$ cat src/verilog/imc_pkg.sv
package imc_pkg;
  // Register byte offsets
  localparam logic [7:0] IMC_OFS_CTRL = 8'h00;
  localparam logic [7:0] IMC_OFS_PARITY = 8'h04;
  localparam logic [7:0] IMC_OFS_STATUS = 8'h08;
  localparam logic [7:0] IMC_OFS_SYNC = 8'h0c;
  // Control fields
  localparam int IMC_CTRL_PAIR_BIT = 0;
  localparam int IMC_CTRL_OVR_BIT = 1;
  localparam int IMC_CTRL_RES_BIT = 2;
  localparam logic [2:0] IMC_CTRL_RESET = 3'h0;
  // Parity select codes
  localparam logic [15:0] IMC_PARITY_ODD = 16'h8000;
  localparam logic [15:0] IMC_PARITY_EVEN = 16'h80ff;
  localparam logic [15:0] IMC_PARITY_RESET = 16'h8000;
  // Configuration rate ceilings, MSPS
  localparam int IMC_MSPS_8CH_12B = 80;
  localparam int IMC_MSPS_8CH_10B = 100;
  localparam int IMC_MSPS_4CH_12B = 160;
  localparam int IMC_MSPS_4CH_10B = 200;
  localparam int IMC_LANES = 8;
  localparam int IMC_FIFO_DEPTH = 16;
  typedef enum logic [1:0] {
    IMC_CFG_8CH_12B,
    IMC_CFG_8CH_10B,
    IMC_CFG_4CH_12B,
    IMC_CFG_4CH_10B
  } imc_cfg_type;
endpackage

$ cat src/verilog/imc_fifo.sv
`timescale 1ns/10ps
module imc_fifo
  import imc_pkg::*;
#(
  parameter int WIDTH = 8,
  parameter int DEPTH = 16
) (
  input wire logic clk, // Clock
  input wire logic rst_n, // Synchronised reset
  input wire logic [WIDTH-1:0] in_data, // Write word
  input wire logic in_valid, // Write offered
  output logic in_ready, // Room left
  output logic [WIDTH-1:0] out_data, // Head word
  output logic out_valid, // Head present
  input wire logic out_ready // Drain accepts
);
  localparam int AW = $clog2(DEPTH);
  if (DEPTH < 2 || (1 << AW) != DEPTH) begin
    $error("imc_fifo: depth must be a power of two");
  end
  logic [WIDTH-1:0] mem [DEPTH];
  typedef struct packed {
    logic [AW:0] wr;
    logic [AW:0] rd;
  } imc_fifo_state_type;
  imc_fifo_state_type st;
  imc_fifo_state_type next_st;
  logic push;
  logic pop;
  assign in_ready = (st.wr - st.rd) != (AW+1)'(DEPTH);
  assign out_valid = st.wr != st.rd;
  assign out_data = mem[st.rd[AW-1:0]];
  assign push = in_valid && in_ready;
  assign pop = out_valid && out_ready;
  always_comb begin
    next_st = st;
    if (push) begin
      next_st.wr = st.wr + 1'b1;
    end
    if (pop) begin
      next_st.rd = st.rd + 1'b1;
    end
  end
  always_ff @(posedge clk or negedge rst_n) begin
    if (!rst_n) begin
      st <= '0;
    end else begin
      st <= next_st;
    end
  end
  always_ff @(posedge clk) begin
    if (push) begin
      mem[st.wr[AW-1:0]] <= in_data;
    end
  end
endmodule

$ cat src/verilog/imc_top.sv
`timescale 1ns/10ps
//
// Notes on behaviour
// (RULE1) Four configurations: 8ch 12/10 bit, 4ch interleaved 12/10 bit. Code fixes samples at 12 bit; IMC_CTRL_RES_BIT drives nothing.
// (RULE2) Interleaved pair shares one input; converters take odd/even edges.
// (RULE3) Input clock is twice each converter rate; offset one cycle.
// (RULE4) Interleaving divides input clock by two, two anti-phase clocks.
// (RULE5) Odd converters use one divided clock, even converters the other.
// (RULE6) Each converter of a pair drives its own adjacent lane.
// (RULE7) Receiver merges the two lanes of a pair alternately.
// (RULE8) After reset with interleave on, odd inputs are sampled.
// (RULE9) Override 0: parity code 8000h odd/straight, 80FFh even/swapped.
// (RULE10) Override 1: select pin chooses; low odd, high even.
// (RULE11) Non-interleaved straight maps k to k; swapped exchanges pairs.
// (RULE12) Undriven select pin reads high, giving even/swapped.
// (RULE13) Multi-device systems align sampling clocks via shared sync.
// (RULE14) Sync pulse restarts divide phase so odd converter samples first.
module imc_top
  import imc_pkg::*;
#(
  parameter int SAMPLE_W = 12
) (
  input wire logic clk, // Device input clock
  input wire logic rstn, // Async reset, low
  input wire logic psel, // APB select
  input wire logic penable, // APB enable
  input wire logic pwrite, // APB direction
  input wire logic [7:0] paddr, // APB byte address
  input wire logic [31:0] pwdata, // APB write data
  output logic [31:0] prdata, // APB read data
  output logic pready, // APB ready
  output logic pslverr, // APB error
  input wire logic external_route_select_pin, // Route pin, pulled up
  input wire logic sync_pin, // Shared sync input
  input wire logic [SAMPLE_W-1:0] conv_data [IMC_LANES], // Converter k
  output logic [IMC_LANES-1:0] conv_sample_en, // Converter strobes
  output logic [IMC_LANES-1:0] analog_port_sel, // Analog port sel
  output logic [SAMPLE_W-1:0] serial_lane_k [IMC_LANES], // Lane words
  output logic serial_lane_valid, // Lane words valid
  input wire logic serial_lane_ready // Serializer ready
);
  if (SAMPLE_W != 12) begin
    $error("imc_top: sample width must be 12");
  end
  // ------------------------------------------------------------
  // Reset and pin synchronisers
  // ------------------------------------------------------------
  logic [1:0] rst_sync;
  logic rst_n;
  always_ff @(posedge clk or negedge rstn) begin
    if (!rstn) begin
      rst_sync <= 2'b00;
    end else begin
      rst_sync <= {rst_sync[0], 1'b1};
    end
  end
  assign rst_n = rst_sync[1];

  typedef struct packed {
    logic [2:0] pin_sh;
    logic [2:0] sync_sh;
    logic pin_lvl;
    logic sync_lvl;
    logic [2:0] ctrl;
    logic [15:0] parity;
    logic phase;
    logic [31:0] prdata;
    logic pready;
    logic pslverr;
    logic [IMC_LANES-1:0] sample_en;
    logic [IMC_LANES-1:0] port_sel;
    logic swap;
  } imc_state_type;
  imc_state_type st;
  imc_state_type next_st;

  logic pair_sampling_enable;
  logic pin_select_override;
  logic even_sel;
  logic sync_rise;
  logic [SAMPLE_W*IMC_LANES-1:0] fifo_in;
  logic [SAMPLE_W*IMC_LANES-1:0] fifo_out;
  logic fifo_out_valid;
  logic wr_take;
  logic sync_wr;
  logic [SAMPLE_W-1:0] reg_lane [IMC_LANES];
  logic lane_valid;
  logic capture;

  assign pair_sampling_enable = st.ctrl[IMC_CTRL_PAIR_BIT];
  assign pin_select_override = st.ctrl[IMC_CTRL_OVR_BIT];
  // Pin level after filtering; reset value 1 mirrors the pull-up
  assign even_sel = pin_select_override ? st.pin_lvl // RULE10 RULE12
                  : (st.parity == IMC_PARITY_EVEN); // RULE9
  assign sync_rise = st.sync_lvl == 1'b0 && st.sync_sh[2] && st.sync_sh[1];
  // Writes land on the edge at which the master sees pready high
  assign wr_take = psel && penable && pwrite && st.pready;
  // Known before the phase update, so strobes and phase stay in step
  assign sync_wr = wr_take && paddr == IMC_OFS_SYNC && pwdata[0];

  // ------------------------------------------------------------
  // Next-state logic
  // ------------------------------------------------------------
  always_comb begin
    next_st = st;
    next_st.pin_sh = {st.pin_sh[1:0], external_route_select_pin};
    next_st.sync_sh = {st.sync_sh[1:0], sync_pin};
    if (st.pin_sh[2] == st.pin_sh[1]) begin
      next_st.pin_lvl = st.pin_sh[2];
    end
    if (st.sync_sh[2] == st.sync_sh[1]) begin
      next_st.sync_lvl = st.sync_sh[2];
    end
    // Divide-by-two phase; sync restarts it so odd samples next
    if (!pair_sampling_enable || sync_rise || sync_wr) begin
      next_st.phase = 1'b0; // RULE14 RULE13
    end else begin
      next_st.phase = ~st.phase; // RULE4 RULE3
    end
    for (int k = 0; k < IMC_LANES; k++) begin
      if (pair_sampling_enable) begin
        // Odd converter (index 0,2..) on phase 0, even on phase 1
        next_st.sample_en[k] = (k % 2 == 0) ? ~next_st.phase
                                            : next_st.phase; // RULE2 RULE5
        // Both converters of a pair take the same analog port
        next_st.port_sel[k] = even_sel; // RULE2 RULE8
      end else begin
        next_st.sample_en[k] = 1'b1;
        next_st.port_sel[k] = 1'b0;
      end
    end
    next_st.swap = !pair_sampling_enable && even_sel; // RULE11
    // APB slave: one wait state, registered answer
    next_st.pready = 1'b0;
    next_st.pslverr = 1'b0;
    if (psel && penable && !st.pready) begin
      next_st.pready = 1'b1;
      next_st.prdata = '0;
      case (paddr)
        IMC_OFS_CTRL: begin
          next_st.prdata = {29'h0000_0000, st.ctrl};
        end
        IMC_OFS_PARITY: begin
          next_st.prdata = {16'h0000, st.parity};
        end
        IMC_OFS_STATUS: begin
          next_st.prdata = {28'h000_0000, st.phase, even_sel,
                            st.swap, fifo_out_valid};
        end
        IMC_OFS_SYNC: begin
          next_st.prdata = '0; // RULE14
        end
        default: begin
          next_st.pslverr = 1'b1;
        end
      endcase
    end
    if (wr_take && paddr == IMC_OFS_CTRL) begin
      next_st.ctrl = pwdata[2:0]; // RULE1
    end
    if (wr_take && paddr == IMC_OFS_PARITY) begin
      next_st.parity = pwdata[15:0]; // RULE9
    end
  end

  always_ff @(posedge clk or negedge rst_n) begin
    if (!rst_n) begin
      st <= '0;
      st.pin_sh <= 3'b111;
      st.pin_lvl <= 1'b1; // RULE12
      st.ctrl <= IMC_CTRL_RESET;
      st.parity <= IMC_PARITY_RESET; // RULE8
    end else begin
      st <= next_st;
    end
  end

  // ------------------------------------------------------------
  // Lane routing and output buffer
  // ------------------------------------------------------------
  always_comb begin
    for (int k = 0; k < IMC_LANES; k++) begin
      // Swapped: lane k takes its neighbour; interleaved: own converter
      if (st.swap) begin
        fifo_in[k*SAMPLE_W +: SAMPLE_W] = conv_data[k ^ 1]; // RULE11
      end else begin
        fifo_in[k*SAMPLE_W +: SAMPLE_W] = conv_data[k]; // RULE6
      end
    end
  end
  // Every converter word enters on each cycle that any strobe is high; a full FIFO
  // drops the whole group, so lanes never slip against each other
  assign capture = |st.sample_en;

  imc_fifo #(
    .WIDTH(SAMPLE_W*IMC_LANES),
    .DEPTH(IMC_FIFO_DEPTH)
  ) u_fifo (
    .clk(clk),
    .rst_n(rst_n),
    .in_data(fifo_in),
    .in_valid(capture),
    .in_ready(),
    .out_data(fifo_out),
    .out_valid(fifo_out_valid),
    .out_ready(!lane_valid || serial_lane_ready)
  );

  always_ff @(posedge clk or negedge rst_n) begin
    if (!rst_n) begin
      lane_valid <= 1'b0;
      for (int k = 0; k < IMC_LANES; k++) begin
        reg_lane[k] <= '0;
      end
    end else if (!lane_valid || serial_lane_ready) begin
      lane_valid <= fifo_out_valid;
      for (int k = 0; k < IMC_LANES; k++) begin
        reg_lane[k] <= fifo_out[k*SAMPLE_W +: SAMPLE_W];
      end
    end
  end

  assign serial_lane_k = reg_lane;
  assign serial_lane_valid = lane_valid;
  assign conv_sample_en = st.sample_en;
  assign analog_port_sel = st.port_sel;
  assign prdata = st.prdata;
  assign pready = st.pready;
  assign pslverr = st.pslverr;
endmodule

$ cat config.mk
export PLATFORM = sky130hd
export DESIGN_NAME = imc_top
export DESIGN_NICKNAME = d
export VERILOG_FILES = /design/src/verilog/imc_pkg.sv /design/src/verilog/imc_fifo.sv /design/src/verilog/imc_top.sv
export SDC_FILE = /design/constraint.sdc
export NUM_CORES = 2
export LEC_CHECK = 0
export BUFFER_PORTS_ARGS = -buffer_cell sky130_fd_sc_hd__buf_2
export CORE_MARGIN = 4
export CORE_UTILIZATION = 30
export DETAILED_ROUTE_END_ITERATION = 10
export HOLD_SLACK_MARGIN = 0.02
export PLACE_DENSITY = 0.44
export SLEW_MARGIN = 20
export SYNTH_ARGS = -nofsm -noshare
export SYNTH_HDL_FRONTEND = slang
export SYNTH_HIERARCHICAL = 1
export SYNTH_SLANG_ARGS = --single-unit
$ cat constraint.sdc
create_clock -name clk -period 5.5 [get_ports clk]
set_clock_uncertainty 0.1 [all_clocks]
set_input_delay 0.275 -clock clk [delete_from_list [all_inputs] [get_ports clk]]
set_output_delay 0.275 -clock clk [all_outputs]
set_load 0.1 [all_outputs]
==> impl_metrics.ini <==
[timing]
setup_tns_ps = 0
rsz0062_at_grt = no
worstMarginPinSlew_ps = 1132
finalHoldViolCount = 0
fmax_ghz = 0.2310
timing.final.crit_period_ps = 4329
maxSlewViolCount = 0
setup_violations = 0
whs_ps = 47.62
finalCritPeriodShare_pct = 78.71
max_slew_margin_pct = 24.56

[clock_network]
cts_tree = built
cts.sinks = 1695
clockBufferDepth = 3
clk_pin_slew_ps = 70
h-tree-depth = 4
cts.repair.resized = 0
clockRootBuffer = clkbuf_16
clk_latency_ps = 810
cts_buffers = 188
cts_hold_buf = 185
post-cts-setup-buffers = 0

[pwr]
peakVddDrop_mv = 0.6997
p_sw_share_pct = 35.88
seq_power_share_pct = 38.1
p_leak_nw = 26.44
finalPower_mw = 46.38
internal_power_mw = 29.74
clkPwrFrac_pct = 27.3
combinationalPowerShare_pct = 34.6
power_switching_mw = 16.64
power.density_nw_per_um2 = 584.8

[route]
wl_mm = 179.3
vias_per_cell = 4.797
wire_per_inst_um = 26.07
drcViolationCount = 0
vias = 32987
drt_pass1_iterations = 5
drt_iter0_drc = 2247
ant_nets = 0

[critical_path]
cp-start-kind = register
r2r_start = u_fifo/st[3]
critPathLaunch = u_fifo/st[3]
slowest_delay_ps = 680
critical_path.top_delay_family = buffers and inverters
crit_top_cell = buf_4
critPathSlowestCell = buf_4
cp_num_buf_inv = 3
path_class = reg2reg
critPathMaxFanout = 35
crit_path_end_kind = register
cp.arrival_ps = 4650
crit_chain = inv_4 > ha_1 > a21o_1 > o211ai_4 > a21oi_4 > nor4_4 > buf_4 > buf_4
critPathRequiredTime_ps = 5820

[floorplanning]
initial_utilization_pct = 30.20
fp.coreArea_um2 = 219900
die_w_um = 478.5
std_cell_rows = 172
dieArea_um2 = 229000
io_pins = 291
die_h_um = 478.5

[global_routing]
grt_max_degree = 141
overflow = 0
first_global_vias = 35233
grt.total_usage_pct = 15.55
grt_pass1_wl_mm = 258.4
antenna_found_initial = 6

[place]
routabilityCongestion = 0.6856
placed_cells = 6335
portBuffers = 258
hpwl_mm = 88.92

[run_status]
status = finished, final reports clean

[final_layout]
seqCellArea_um2 = 50130
drive_gt1_share_pct = 31.83
area_growth_pct = 19.42
final_nets = 3906
fin_util_pct = 36.06
fillers = 20539
fin_cells = 6877
multi_input_area_um2 = 15160

[yosys]
synthCells = 3266
yosysWarnings = 6
post_synth.cell_area_avg_um2 = 20.33
synth.cell_area_um2 = 66410

[flow_run]
drv_cap = 0

[min_path]
min_path_type = reg2async
## state kept, by name, summed over array words and instances, names as in the netlist, 2 cells and up
signal          flops
u_fifo/mem       1536
serial_lane_k      96
st                 23
prdata             16
u_fifo/st          10
next_st             4
conv_sample_en      2
rst_sync            2
## layout make-up
class / count / share of cell area [%]
antenna: 5 / 0.01578
clock buffer: 280 / 6.833
clock inverter: 71 / 1.046
inverter: 16 / 0.09150
multi-input combinational: 1340 / 19.12
sequential: 1695 / 63.21
tap: 2958 / 4.666
timing repair buffer: 512 / 5.020
## power by group through the flow
stage	clock (mW)	sequential, mW	combinational (mW)
after CTS	13.0	17.7	16.5
after global placement	0	17.9	16.4
after global routing	13.6	17.9	17.2
final	12.7	17.7	16.1
after detailed placement	0	18.0	16.4
after floorplan	0	20.6	8.86
## layout by cell type (no fill, tap or decap), types with 7 or more instances in the layout
cell type / n
dlygate4sd3_1: 185
mux4_2: 384
nand2_1: 403
bufinv_16: 14
conb_1: 17
buf_4: 44
inv_1: 13
a22o_1: 12
dfrtp_1: 148
nor4_4: 9
nor3_4: 8
clkbuf_8: 22
nor2_1: 9
a31oi_1: 98
ha_1: 7
clkbuf_16: 195
mux2_2: 208
clkinv_1: 16
a21oi_1: 9
buf_12: 24
clkbuf_1: 63
and3_1: 96
clkinv_2: 23
buf_2: 258
edfxtp_1: 1536
## stage by stage
stage,cell area [µm²],setup WS (ps)
after CTS,79270,1112
final,79310,1171
after global routing,79300,972.1
after floorplan,66720,-784.1
after global placement,71170,1124
after detailed placement,71170,1148
## layer usage
metal	global-route usage, %	vias up	part of all wire, %
met3	2.469	231	3.9
met2	25.67	720	48
met5	0	-	0
met1	21.56	17877	46
li1	-	14159	-
met4	3.832	0	2.0
## final timing paths
kind | end | slack (ps) | depth (start not counted)
max reg2reg | u_fifo/mem[0][84] | 1170 | 8
max | u_fifo/mem[0][84] | 1170 | 8
min in group clk | u_fifo/mem[11][12] | 50 | 2
min | pready | 50 | 0
max in group asynchronous | u_fifo/st[2] | 4180 | 1
min reg2reg | pready | 50 | 0
No activity file was read; power rests on OpenSTA's default activity.
